`config.mk`:
```
export PLATFORM = sky130hd
export DESIGN_NAME = irq_flag_bank
export DESIGN_NICKNAME = d
export VERILOG_FILES = /design/src/rtl/irq_flag_pkg.sv /design/src/rtl/irq_flag_bank.sv /design/src/rtl/irq_write_stall.sv
export SDC_FILE = /design/constraint.sdc
export NUM_CORES = 1
export LEC_CHECK = 0
export BUFFER_PORTS_ARGS = -buffer_cell sky130_fd_sc_hd__buf_2
export CORE_ASPECT_RATIO = 0.5
export CORE_MARGIN = 2
export CORE_UTILIZATION = 46
export CTS_BUF_LIST = sky130_fd_sc_hd__clkbuf_16
export DETAILED_ROUTE_END_ITERATION = 7
export PLACE_DENSITY = 0.82
export SLEW_MARGIN = 20
export SYNTH_ARGS = -nofsm -noshare
export SYNTH_HDL_FRONTEND = slang
export SYNTH_HIERARCHICAL = 1
export SYNTH_SLANG_ARGS = --single-unit
```
`constraint.sdc`:
```
create_clock -name clock -period 2.3 [get_ports clock]
set_input_delay 0.46 -clock clock [delete_from_list [all_inputs] [get_ports clock]]
set_output_delay 0.46 -clock clock [all_outputs]
set_load 0.05 [all_outputs]
```
`src/rtl/irq_flag_pkg.sv`:
```
// Overview of operation
// RL1 - source request or written 1 sets flag
// RL2 - acknowledge, reset or written 0 clears flag
// RL3 - acknowledge clears flag before service entry
// RL4 - single-bit and whole-byte access supported
// RL5 - byte pairs accessible as one 16-bit word
// RL6 - reset loads every flag register with zero
// RL7 - flag writes add two execution clocks
// RL8 - flag 1 means pending, 0 means none
// RL9 - byte0: watchdog, voltage, pins 0-3, dma 0-1
// RL10 - byte1: timers 1/0, i2c, rx error, serial
// RL11 - byte2: timers 2/3, adc..flash, bit7 zero
// RL12 - request beats simultaneous software clear
package irq_flag_pkg;
    // register byte addresses
    localparam logic [19:0] addr_byte0 = 20'hfffe0;
    localparam logic [19:0] addr_byte1 = 20'hfffe1;
    localparam logic [19:0] addr_byte2 = 20'hfffe2;
    localparam logic [19:0] addr_byte3 = 20'hfffe3;
    // reset value of every flag byte
    localparam logic [7:0] flag_reset = 8'h00;
    // bit 7 of byte2 is fixed at zero
    localparam logic [7:0] byte2_mask = 8'h7f;
    // extra wait clocks on a flag write
    localparam logic [1:0] write_stall_clocks = 2'h2;
    localparam int num_flags = 24;
    // bit positions byte0
    localparam int pos_watchdog = 0; // RL9
    localparam int pos_voltage = 1;
    localparam int pos_pin0 = 2;
    localparam int pos_dma0 = 6;
    localparam int pos_dma1 = 7;
    // bit positions byte1
    localparam int pos_serial_tx = 8; // RL10
    localparam int pos_serial_rx = 9;
    localparam int pos_rx_error = 10;
    localparam int pos_i2c = 13;
    localparam int pos_timer0 = 14;
    localparam int pos_timer1 = 15;
    // bit positions byte2
    localparam int pos_timer2 = 16;
    localparam int pos_timer3 = 17;
    localparam int pos_flash = 22;
    // access size encoding
    typedef enum logic [1:0] {
        size_bit = 2'b00,
        size_byte = 2'b01,
        size_word = 2'b10
    } access_size_type;
    // cpu access request bundle
    typedef struct packed {
        logic read;
        logic write;
        access_size_type size;
        logic [2:0] bit_sel;
        logic [19:0] addr;
        logic [15:0] wdata;
    } cpu_req_type;
endpackage : irq_flag_pkg

```
`src/rtl/irq_flag_bank.sv`:
```
`timescale 1ns/1ps
// interrupt request flag bank, three bytes
module irq_flag_bank (
    // clock and reset
    input wire logic clock,
    input wire logic resetn,
    // cpu access
    input wire irq_flag_pkg::cpu_req_type cpu_req,
    output logic [15:0] rdata,
    output logic stall,
    // one-cycle request pulses from sources, indexed by flag bit
    input wire logic [23:0] source_req,
    // one-cycle acknowledge from cpu, indexed by flag bit
    input wire logic [23:0] ack,
    // pending flags toward priority logic
    output logic [23:0] flags
);
    logic [23:0] flags_ff; // the flag bits
    logic [15:0] rdata_ff; // registered read data
    logic stall_ff; // registered stall
    logic [23:0] wr_en; // bits touched by this write
    logic [23:0] wr_val; // value written to touched bits
    logic hit0; // access covers byte0 lane
    logic hit1; // access covers byte1 lane
    logic hit2; // access covers byte2 lane
    logic [7:0] lane_lo; // data for lower address byte
    logic [7:0] lane_hi; // data for upper address byte
    logic word_acc; // 16-bit access
    logic [7:0] bitmask; // one-hot bit select
    logic stall_busy; // counter owes more than one clock
    logic wr_any; // a flag write landed

    assign word_acc = (cpu_req.size == irq_flag_pkg::size_word);
    assign bitmask = 8'h01 << cpu_req.bit_sel;
    assign lane_lo = cpu_req.wdata[7:0];
    assign lane_hi = cpu_req.wdata[15:8];

    // address decode; word access pairs low byte at lower address
    always_comb begin
        hit0 = (cpu_req.addr == irq_flag_pkg::addr_byte0);
        hit1 = (cpu_req.addr == irq_flag_pkg::addr_byte1)
            || (word_acc && hit0); // RL5
        hit2 = (cpu_req.addr == irq_flag_pkg::addr_byte2);
    end

    // build per-bit write enable and value
    always_comb begin
        wr_en = 24'h0;
        wr_val = 24'h0;
        if (cpu_req.write) begin
            unique case (cpu_req.size)
                irq_flag_pkg::size_bit: begin // RL4
                    if (hit0) begin
                        wr_en[7:0] = bitmask;
                        wr_val[7:0] = {8{lane_lo[0]}};
                    end
                    if (cpu_req.addr == irq_flag_pkg::addr_byte1) begin
                        wr_en[15:8] = bitmask;
                        wr_val[15:8] = {8{lane_lo[0]}};
                    end
                    if (hit2) begin
                        wr_en[23:16] = bitmask;
                        wr_val[23:16] = {8{lane_lo[0]}};
                    end
                end
                irq_flag_pkg::size_byte: begin // RL4
                    if (hit0) begin
                        wr_en[7:0] = 8'hff;
                        wr_val[7:0] = lane_lo;
                    end
                    if (cpu_req.addr == irq_flag_pkg::addr_byte1) begin
                        wr_en[15:8] = 8'hff;
                        wr_val[15:8] = lane_lo;
                    end
                    if (hit2) begin
                        wr_en[23:16] = 8'hff;
                        wr_val[23:16] = lane_lo;
                    end
                end
                irq_flag_pkg::size_word: begin // RL5
                    if (hit0) begin
                        wr_en[15:0] = 16'hffff;
                        wr_val[15:0] = {lane_hi, lane_lo};
                    end
                    if (hit2) begin
                        // upper partner byte is outside this bank
                        wr_en[23:16] = 8'hff;
                        wr_val[23:16] = lane_lo;
                    end
                end
                default: begin
                    wr_en = 24'h0;
                    wr_val = 24'h0;
                end
            endcase
        end
        // fixed-zero bit is never written
        wr_en[23] = 1'b0; // RL11
    end

    // any write to a flag byte stalls, even one that only hits bit 7
    assign wr_any = cpu_req.write && (hit0 || hit1 || hit2); // RL7

    // per-bit flag update, one generate loop
    // priority: reset, fixed bit 23, then source set, then ack, then software value
    // a source pulse beats a same-cycle clear so no event is lost
    generate
        for (genvar i = 0; i < irq_flag_pkg::num_flags; i++) begin : g_flag
            always_ff @(posedge clock) begin
                if (!resetn) begin
                    flags_ff[i] <= 1'b0; // RL6
                end else if (i == 23) begin
                    flags_ff[i] <= 1'b0; // RL11
                end else if (source_req[i]) begin
                    flags_ff[i] <= 1'b1; // RL1 RL12
                end else if (ack[i]) begin
                    flags_ff[i] <= 1'b0; // RL2 RL3
                end else if (wr_en[i]) begin
                    flags_ff[i] <= wr_val[i]; // RL1 RL2
                end
            end
        end
    endgenerate

    // registered read mux, unmapped addresses read zero
    always_ff @(posedge clock) begin
        if (!resetn) begin
            rdata_ff <= 16'h0;
        end else if (cpu_req.read) begin
            if (word_acc && hit0) begin
                rdata_ff <= flags_ff[15:0]; // RL5
            end else if (word_acc && hit2) begin
                rdata_ff <= {8'h00,
                    flags_ff[23:16] & irq_flag_pkg::byte2_mask}; // RL11
            end else if (hit0) begin
                rdata_ff <= {8'h00, flags_ff[7:0]}; // RL4
            end else if (cpu_req.addr == irq_flag_pkg::addr_byte1) begin
                rdata_ff <= {8'h00, flags_ff[15:8]};
            end else if (hit2) begin
                rdata_ff <= {8'h00,
                    flags_ff[23:16] & irq_flag_pkg::byte2_mask}; // RL11
            end else begin
                rdata_ff <= 16'h0;
            end
        end
    end

    // extra clocks on flag writes
    irq_write_stall u_stall (
        .clock(clock),
        .resetn(resetn),
        .start(wr_any),
        .busy(stall_busy)
    );

    // stall output registered from the write decode and the counter state
    always_ff @(posedge clock) begin
        if (!resetn) begin
            stall_ff <= 1'b0;
        end else begin
            // write cycle gives the first clock, the counter the second
            stall_ff <= wr_any | stall_busy; // RL7
        end
    end

    assign flags = flags_ff; // RL8
    assign rdata = rdata_ff;
    assign stall = stall_ff;

    // assertions
    localparam int pos_i2c_l = irq_flag_pkg::pos_i2c; // watched ack bit
    localparam int pos_timer1_l = irq_flag_pkg::pos_timer1; // collision bit
    property p_src_sets;
        @(posedge clock) disable iff (!resetn)
        source_req[0] |=> flags_ff[0];
    endproperty
    a_src_sets: assert property (p_src_sets) // RL1
        else $error("source request did not set flag");

    property p_ack_clears;
        @(posedge clock) disable iff (!resetn)
        (ack[pos_i2c_l] && !source_req[pos_i2c_l]) |=> !flags_ff[pos_i2c_l];
    endproperty
    a_ack_clears: assert property (p_ack_clears) // RL3
        else $error("acknowledge did not clear flag");

    property p_set_wins;
        @(posedge clock) disable iff (!resetn)
        (source_req[pos_timer1_l] && wr_en[pos_timer1_l]
            && !wr_val[pos_timer1_l]) |=> flags_ff[pos_timer1_l];
    endproperty
    a_set_wins: assert property (p_set_wins) // RL12
        else $error("software clear lost a request");

    property p_sw_clear;
        @(posedge clock) disable iff (!resetn)
        (wr_en[2] && !wr_val[2] && !source_req[2]) |=> !flags_ff[2];
    endproperty
    a_sw_clear: assert property (p_sw_clear) // RL2
        else $error("software zero did not clear flag");

    property p_bit7_zero;
        @(posedge clock) disable iff (!resetn)
        1'b1 |=> !flags_ff[23];
    endproperty
    a_bit7_zero: assert property (p_bit7_zero) // RL11
        else $error("fixed bit of byte2 became set");

    property p_reset_zero;
        @(posedge clock) !resetn |=> (flags_ff == 24'h0);
    endproperty
    a_reset_zero: assert property (p_reset_zero) // RL6
        else $error("flags not zero after reset");

    property p_stall_two;
        @(posedge clock) disable iff (!resetn)
        (wr_any && !$past(stall_busy)) |=> stall ##1 stall;
    endproperty
    a_stall_two: assert property (p_stall_two) // RL7
        else $error("flag write did not stall two clocks");

    property p_word_read;
        @(posedge clock) disable iff (!resetn)
        (cpu_req.read && word_acc && hit0)
            |=> (rdata == $past(flags_ff[15:0]));
    endproperty
    a_word_read: assert property (p_word_read) // RL5
        else $error("word read did not pair byte0 and byte1");

    // a written one raises the flag unless an ack takes it that cycle
    property p_write_sets;
        @(posedge clock) disable iff (!resetn)
        (wr_en[2] && wr_val[2] && !ack[2]) |=> flags_ff[2];
    endproperty
    a_write_sets: assert property (p_write_sets) // RL1
        else $error("software one did not set flag");

    // a bit write at byte1 touches the selected bit only
    property p_bit_write;
        @(posedge clock) disable iff (!resetn)
        (cpu_req.write && cpu_req.size == irq_flag_pkg::size_bit
            && cpu_req.addr == irq_flag_pkg::addr_byte1
            && source_req[15:8] == 8'h00 && ack[15:8] == 8'h00)
            |=> flags_ff[15:8] == (($past(flags_ff[15:8])
            & ~(8'h01 << $past(cpu_req.bit_sel)))
            | ({7'h00, $past(cpu_req.wdata[0])} << $past(cpu_req.bit_sel)));
    endproperty
    a_bit_write: assert property (p_bit_write) // RL4
        else $error("bit write did not land on its bit");

    // a whole-byte write at byte0 lands as written
    property p_byte_write;
        @(posedge clock) disable iff (!resetn)
        (cpu_req.write && cpu_req.size == irq_flag_pkg::size_byte
            && cpu_req.addr == irq_flag_pkg::addr_byte0
            && source_req[7:0] == 8'h00 && ack[7:0] == 8'h00)
            |=> flags_ff[7:0] == $past(cpu_req.wdata[7:0]);
    endproperty
    a_byte_write: assert property (p_byte_write) // RL4
        else $error("byte write did not land");

    // a word write at byte0 fills byte0 from low data, byte1 from high
    property p_word_write;
        @(posedge clock) disable iff (!resetn)
        (cpu_req.write && cpu_req.size == irq_flag_pkg::size_word
            && cpu_req.addr == irq_flag_pkg::addr_byte0
            && source_req[15:0] == 16'h0000 && ack[15:0] == 16'h0000)
            |=> flags_ff[15:0] == $past(cpu_req.wdata);
    endproperty
    a_word_write: assert property (p_word_write) // RL5
        else $error("word write did not pair byte0 and byte1");

    // a word write at byte2 lands its low byte, the upper half is dropped
    property p_byte2_word;
        @(posedge clock) disable iff (!resetn)
        (cpu_req.write && cpu_req.size == irq_flag_pkg::size_word
            && cpu_req.addr == irq_flag_pkg::addr_byte2
            && source_req[22:16] == 7'h00 && ack[22:16] == 7'h00)
            |=> flags_ff[22:16] == $past(cpu_req.wdata[6:0]);
    endproperty
    a_byte2_word: assert property (p_byte2_word) // RL5
        else $error("word write at byte2 did not land");

    // the fixed bit of byte2 always reads back as zero
    property p_rdata_mask;
        @(posedge clock) disable iff (!resetn)
        (cpu_req.read && cpu_req.addr == irq_flag_pkg::addr_byte2)
            |=> !rdata[7];
    endproperty
    a_rdata_mask: assert property (p_rdata_mask) // RL11
        else $error("fixed bit of byte2 read as one");

    // stall falls after exactly two clocks when no new write follows
    property p_stall_ends;
        @(posedge clock) disable iff (!resetn)
        (wr_any ##1 !wr_any ##1 !wr_any) |=> !stall;
    endproperty
    a_stall_ends: assert property (p_stall_ends) // RL7
        else $error("stall lasted beyond two clocks");

    // with no source, ack or write the flags keep their value
    property p_flag_hold;
        @(posedge clock) disable iff (!resetn)
        (source_req == 24'h0 && ack == 24'h0 && !cpu_req.write)
            |=> $stable(flags_ff);
    endproperty
    a_flag_hold: assert property (p_flag_hold) // RL2
        else $error("flags changed with no cause");

    // every flag that can pend: a source sets it, a lone ack clears it
    generate
        for (genvar j = 0; j < irq_flag_pkg::num_flags - 1; j++) begin : g_chk
            property p_src_each;
                @(posedge clock) disable iff (!resetn)
                source_req[j] |=> flags_ff[j];
            endproperty
            a_src_each: assert property (p_src_each) // RL1
                else $error("source request did not set its flag");

            property p_ack_each;
                @(posedge clock) disable iff (!resetn)
                (ack[j] && !source_req[j]) |=> !flags_ff[j];
            endproperty
            a_ack_each: assert property (p_ack_each) // RL3
                else $error("acknowledge did not clear its flag");
        end
    endgenerate
endmodule : irq_flag_bank

```
`src/rtl/irq_write_stall.sv`:
```
`timescale 1ns/1ps
// counts the extra execution clocks of a flag write
module irq_write_stall (
    // clock and reset
    input wire logic clock,
    input wire logic resetn,
    // trigger from decoded flag write
    input wire logic start,
    // stall towards the cpu pipeline
    output logic busy
);
    logic [1:0] count_ff; // clocks still owed
    // load on write, count down to zero
    always_ff @(posedge clock) begin
        if (!resetn) begin
            count_ff <= 2'h0;
        end else if (start) begin
            count_ff <= irq_flag_pkg::write_stall_clocks; // RL7
        end else if (count_ff != 2'h0) begin
            count_ff <= count_ff - 2'h1;
        end
    end
    // high while more than the last owed clock remains; the bank
    // registers this, so its stall output still comes from a flop
    assign busy = (count_ff > 2'h1);
endmodule : irq_write_stall

```
* Yosys cells after proc, flatten, opt, wreduce, memory -nomap -nowiden
Index checks and enable logic that the tools add are counted.
** Storage, ports and cells
- Bits in registers :: 42
- Bits in latches :: 0
- RAM bits :: 0
- ROM bits :: 0
- Input port bits :: 93
- Output and inout bits :: 41
- Logic and storage cells :: 164
- Memories kept :: 0
** Cells by class
- $add $sub $neg :: 1
- $mul :: 0
- Div/mod/pow operators :: 0
- $lt $le $gt $ge :: 1
- Equality and inequality tests :: 5
- Shifts and indexed selects :: 1
- Muxes and demuxes :: 94
- Bitwise logic cells :: 2
- Reductions and logical operators :: 33
** Operator list (count)
- $pmux W23 S3 :: 2
- $mux W8 :: 11
- $mux W1 :: 69
- $reduce_bool A3 Y1 :: 23
- $eq A20 B20 Y1 const B :: 3
- $mux W16 :: 3
- $mux W23 :: 2
- $mux W7 :: 5
- $shl A1 B3 Y8 const A :: 1
- $mux W2 :: 2
- $reduce_bool A2 Y1 :: 2
- $logic_and A1 B1 Y1 :: 3
- $logic_or A1 B1 Y1 :: 3
- $eq A2 B1 Y1 const B :: 1
- $eq A2 B2 Y1 const B :: 1
- $gt A2 B1 Y1 const B :: 1
- $logic_not A2 Y1 :: 1
- $reduce_or A2 Y1 :: 1
- $sub A2 B1 Y2 const B :: 1
- $not A1 Y1 :: 1
- $or A1 B1 Y1 :: 1

* Depth between registers and ports, before layout
- Depth after elaboration :: 7
- Mapped depth :: 7
- Depth with buffers taken out :: 6

* By module
The synthesis kept the hierarchy.
** Modules (own cells, without submodules)
- irq_flag_bank :: instances 1, cells an instance 337, area each 2647.5 um^2, seq. area each 800.8 um^2
- irq_write_stall :: instances 1, cells an instance 6, area each 67.6 um^2, seq. area each 40.0 um^2

* Worst setup path after synthesis
Ideal clock, no wire load.
- Kind :: input to register
- Start :: input cpu_req[19] (netlist bit)
- End :: register u_stall.count_ff[0]
- Setup time :: 117 ps
- Data arrival time :: 1970 ps
- Data required time :: 2183 ps
- Slack :: 213 ps
- Stages on the path :: 6
- Buffers on the path :: 1
- Cell sequence :: or2_4 > or3_1 > buf_2 > nor2_1 > and3_1 > and4bb_2
** Between the ends
- Cells in the longest elaborated chain, start to end :: 7
- Elaborated cells between the ends (all ways) :: 9
- Those cells by class :: 3 x eq/ne; 6 x reduce/logical
** Ends and longest elaborated chain
- start, declared :: RTL line irq_flag_bank.sv:8 : input wire irq_flag_pkg::cpu_req_type cpu_req,
- $eq A20 B20 Y1 :: RTL line irq_flag_bank.sv:40 : hit0 = (cpu_req.addr == irq_flag_pkg::addr_byte0);
- $logic_and A1 B1 Y1 :: RTL line irq_flag_bank.sv:42 : || (word_acc && hit0);
- $logic_or A1 B1 Y1 :: RTL line irq_flag_bank.sv:42
- $logic_or A1 B1 Y1 :: RTL line irq_flag_bank.sv:102 : assign wr_any = cpu_req.write && (hit0 || hit1 || hit2);
- $logic_or A1 B1 Y1 (*) :: RTL line irq_flag_bank.sv:102
- $logic_and A1 B1 Y1 (*) :: RTL line irq_flag_bank.sv:102
- named net wr_any :: RTL line irq_flag_bank.sv:31 : logic wr_any;
- $reduce_or A2 Y1 (no line) (*)
- end signal, assigned :: RTL line irq_write_stall.sv:18 : count_ff <= irq_flag_pkg::write_stall_clocks;
- end signal, assigned :: RTL line irq_write_stall.sv:20 : count_ff <= count_ff - 2'h1;
- end, declared :: RTL line irq_write_stall.sv:12 : logic [1:0] count_ff;
The timed path passes the listed nets; every way through them passes the cells marked *.
A chain may end at the register's enable or synchronous reset.

* Worst setup path in the final report
- Start :: input cpu_req[40] (netlist bit)
- End :: register flags_ff[11] (netlist: flags[11])
** Between the ends
- Cells in the longest elaborated chain, start to end :: 6
- Elaborated cells between the ends (all ways) :: 11
- Those cells by class :: 2 x eq/ne; 7 x mux; 2 x reduce/logical
** Ends and longest elaborated chain
- $eq A2 B2 Y1, or another cell as far along :: RTL line irq_flag_bank.sv:51 : unique case (cpu_req.size)
- $pmux W23 S3 :: RTL line irq_flag_bank.sv:51
- $mux W23 :: RTL line irq_flag_bank.sv:50 : if (cpu_req.write) begin
- $mux W1 :: RTL line irq_flag_bank.sv:118 : end else if (wr_en[i]) begin
- $mux W1 :: RTL line irq_flag_bank.sv:116 : end else if (ack[i]) begin
- $mux W1 :: RTL line irq_flag_bank.sv:114 : end else if (source_req[i]) begin
- end signal, assigned by index :: RTL line irq_flag_bank.sv:119 : flags_ff[i] <= wr_val[i];
- end, declared :: RTL line irq_flag_bank.sv:18 : logic [23:0] flags_ff;
Parallel ways exist; a longest one is shown, timed or not. The select of a mux whose other input is x is not followed.

==> metrics list <==
- First-pass GRT wire length: 13700 µm
* Hold violation count in the final report: 0
- Area share of fa/ha/maj cells after synthesis: 0
* CTS root buf: clkbuf_16
- Number of H-tree levels: 2
- Biggest area consumer among synthesized cells: dfxtp_1
- IR analysis of the VDD net gives a maximum drop of roughly 0.33 mV.
- Dividing total power by cell area gives a power density of 534 nW/µm².
* Number of buffer and inverter stages on the critical path: 1
- The post-synthesis compound-gate area fraction was 0.257.
- Ranked by total cell area, the synthesized netlist is headed by dfxtp_1, mux2i_1, a21oi_1.
- Detailed-routing iteration count for the pre-antenna-repair pass: 5
* Critical Path End Type: flop
- Sequential-to-total area share from yosys stat: 0.310
- The die is 58.3 µm tall.
- Overall global routing resource usage: 0.262
- Pin count of the biggest net entering global routing: 38
* Worst path max stage delay: 0.41 ns
- Of the post-synthesis cell area, the dominant cell type holds 0.310.
- Combinational cell fraction of total power: 0.232
- In the synthesized netlist the async set-or-reset flop fraction comes to 0.
- The largest individual stage delay along the critical path comes from the cell or3b_1.
- Routability-driven placement finished with a final weighted congestion of approximately 0.9.
- In this run the cell area measured after placement is 3500 µm².
- Synthesized netlist net count: 436
- Final worst-path cycle share: 0.872
* Number of top-level pins: roughly 130
- Top cell types by occurrence after synthesis: dfxtp_1, a21oi_1, nand2_1, mux2i_1
* Die Footprint: between 6000 and 7000 µm²
* Largest family of logic cells by synthesized area: simple AND/OR/NAND/NOR gates
* Total number of clock tree sinks: 42
- Yosys warning total: 6
- The total area inside the core boundary comes to 5590 µm².
* Inst Count DP: 543
- Growth of design area from synthesis to finish: 34.6%
- Total leakage power: 0.00167 µW
- Average cell area after synthesis: 7.92 µm²
- Using the TritonRoute via totals, the vias-per-cell ratio works out to 5.74.
- The final layout contains routed wiring with a total length of slightly below 9000 µm.
- Synthesized-area fraction occupied by xor and xnor cells: 0
* Part of the total power dissipated in sequential elements: 0.401
* Signal arrival time at the worst endpoint: 2.16 ns
- Before CTS, the worst setup slack after placement is just over 0.1 ns.
- The worst setup path is of the input port to flop kind.
* Net Sw Power: around 630 µW
- Synthesis handed over a netlist of between 300 and 400 instances.
- Worst skew pair latency: 0.29 ns
- No sink is reached through more buffers than the 2 on the longest clock path.
* Number of remaining DRC errors: 0
- Global route overflow: 0
- The mapped netlist covers 2720 µm².
* PortBufs: 130
* Fraction of layout cells with a size suffix above 1: 0.366
* Row count: 19
- At the pin with the least slew margin, the transition time is 0.716 ns.
- Resize count post-CTS: 0
- Antenna violation net count after detailed routing: 0
- The worst path meets setup with 0.294 ns of slack.
* Post-DP HPWL: between 6000 and 7000 µm
* Post-DR wirelength/cell: 15.9 µm
- Accumulated negative setup slack: 0 ns
- The signal on the critical path passes through buf_2, or3b_1, a211oi_1, o21ai_0, a2111oi_0, nor3_1.
- Hold repair after CTS inserted 0 buffers.
* Largest fanout of any net on the critical path: 12
- Leading register cell type out of synthesis: dfxtp_1
- TritonCTS clock tree: done
- Iteration-0 DRC count of the detailed router: ~360
- Setup violations remaining at the end of the flow were counted as 0.
- Count of cell types in the netlist: 53
- The share of total power dissipated in the clock network is 0.367.
- Clock-pin slew was measured on the worst setup and hold paths at 0.06 ns.
- Effective utilization at floorplan: 0.486
* Final Non-Filler Cells: 551
- Width of the die: around 110 µm
- The number of setup buffers added after CTS is 0.
* Total CTS buffers: 5
- The max-slew violation count was 0.
* Total of flip-flops plus latches after synthesis: 42
* RSZ-0062 raised after global routing: no
* Worst relative slew slack: 0.522
* Number of global-route vias before repair: 2875
- For this run, the top clock speed supported by timing is roughly 500 MHz.
- STA puts the critical path data required time at approximately 2.5 ns.
- The flow ran to the end, and the final reports show no timing, DRC or antenna violations.
- Share of synthesized cell area in and, or, nand and nor gates: 0.290
- In this run, synthesis inferred 0 flip-flops with an integrated enable.
- The cell family contributing the most delay on the critical path is compound AO/OA/AOI/OAI gates.
- Post-layout minimum cycle time: 2.01 ns
- Mux cell area share after synthesis: 0.0889
- Vias: 3160
- The number of antenna violations at the first check in global routing is 0.
- Switching part of the total: 0.321
- Worst hold-check path type: input port to flop
- On the final layout, the worst clock skew is 0.00535 ns.
- Inserted Diodes: 0
- The tool flagged a number of max-cap violations equal to 0.
* Final Instance Area: 3650 µm²
- Most repeated cell in the gate-level netlist after synthesis: dfxtp_1
* Number of inserted filler cells in the final layout: 504
- Internal power consumption: 1330 µW
- Kind of launch point of the worst setup path: input port
* Nets: 570
==> path summary, 6_finish.rpt <==
| check | depth (start not counted) | slack (ns) | endpoint | startpoint |
|---|---|---|---|---|
| min | 2 | 0.35 | flags[18]$_SDFFE_PN0P_ | ack[18] |
| max | 6 | 0.29 | flags[11]$_SDFFE_PN0P_ | cpu_req[40] |
| min reg2reg | 2 | 0.47 | rdata[3]$_SDFFE_PN0P_ | rdata[3]$_SDFFE_PN0P_ |
| max reg2reg | 4 | 1.19 | rdata[3]$_SDFFE_PN0P_ | flags[19]$_SDFFE_PN0P_ |
==> cells by family (layout without fill, tap and decap cells) <==
logic type / Yosys count / in the layout
AND/OR/NAND/NOR: 139 / 139
AO/OA/AOI/OAI: 105 / 105
flip-flops: 42 / 42
buffers and inverters: 32 / 167
multiplexers: 24 / 24
other: 1 / 1
==> sequential cells by signal (all words and copies together), names as in the netlist <==
signal            flops
flags                23
rdata                16
u_stall/count_ff      2
stall                 1
==> cell type report <==
cell class / instances / area, µm² / area share
clock buffers: 5 / 125 / 0.0342
clock inverters: 3 / 23.8 / 0.00651
inverters: 7 / 26.3 / 0.00719
multi-input cells: 269 / 1730 / 0.474
flip-flops and latches: 42 / 841 / 0.230
well taps: 73 / 91.3 / 0.0250
repair buffers: 152 / 816 / 0.223
==> power groups by stage <==
stage | Combinational [µW] | Sequential, µW | Clock (µW)
floorplan | 167 | 897 | 0
global placement | 440 | 799 | 0
detailed placement | 444 | 800 | 0
CTS | 447 | 783 | 719
global route | 485 | 787 | 767
finish | 453 | 784 | 716
==> metal layers <==
metal	track usage	vias to the layer above	share of wire
met5	0	-	0
met4	0.0505	0	0.0081
met3	0.0814	12	0.11
met2	0.423	144	0.44
met1	0.355	1460	0.45
li1	-	1544	-
==> placed cells by master (no fill, tap or decap), drive strengths merged, types with 4 or more instances in the layout <==
master   netlist  routed
a22o           6       6
a21oi         36      36
nor2b         15      15
dfxtp         42      42
nor3           8       8
a2111oi        6       6
o21ai         19      19
clkbuf        18       5
buf            7     152
nand3b         7       7
nor2          17      17
nand3         17      17
inv            7       8
nand2b         9       9
o31ai         19      19
nand2         33      33
nand4         10      10
nor3b          5       5
nor4           4       4
mux2i         23      23
o211ai         4       4
==> metrics by stage <==
step / utilization / total power [µW] / hold WS, ns
floorplan: - / 1060 / 0.470
global placement: 0.627 / 1240 / 0.452
detailed placement: 0.627 / 1240 / 0.456
CTS: 0.654 / 1950 / 0.351
global route: 0.654 / 2040 / 0.345
finish: 0.654 / 1950 / 0.355
No activity file was read; power rests on OpenSTA's default activity.
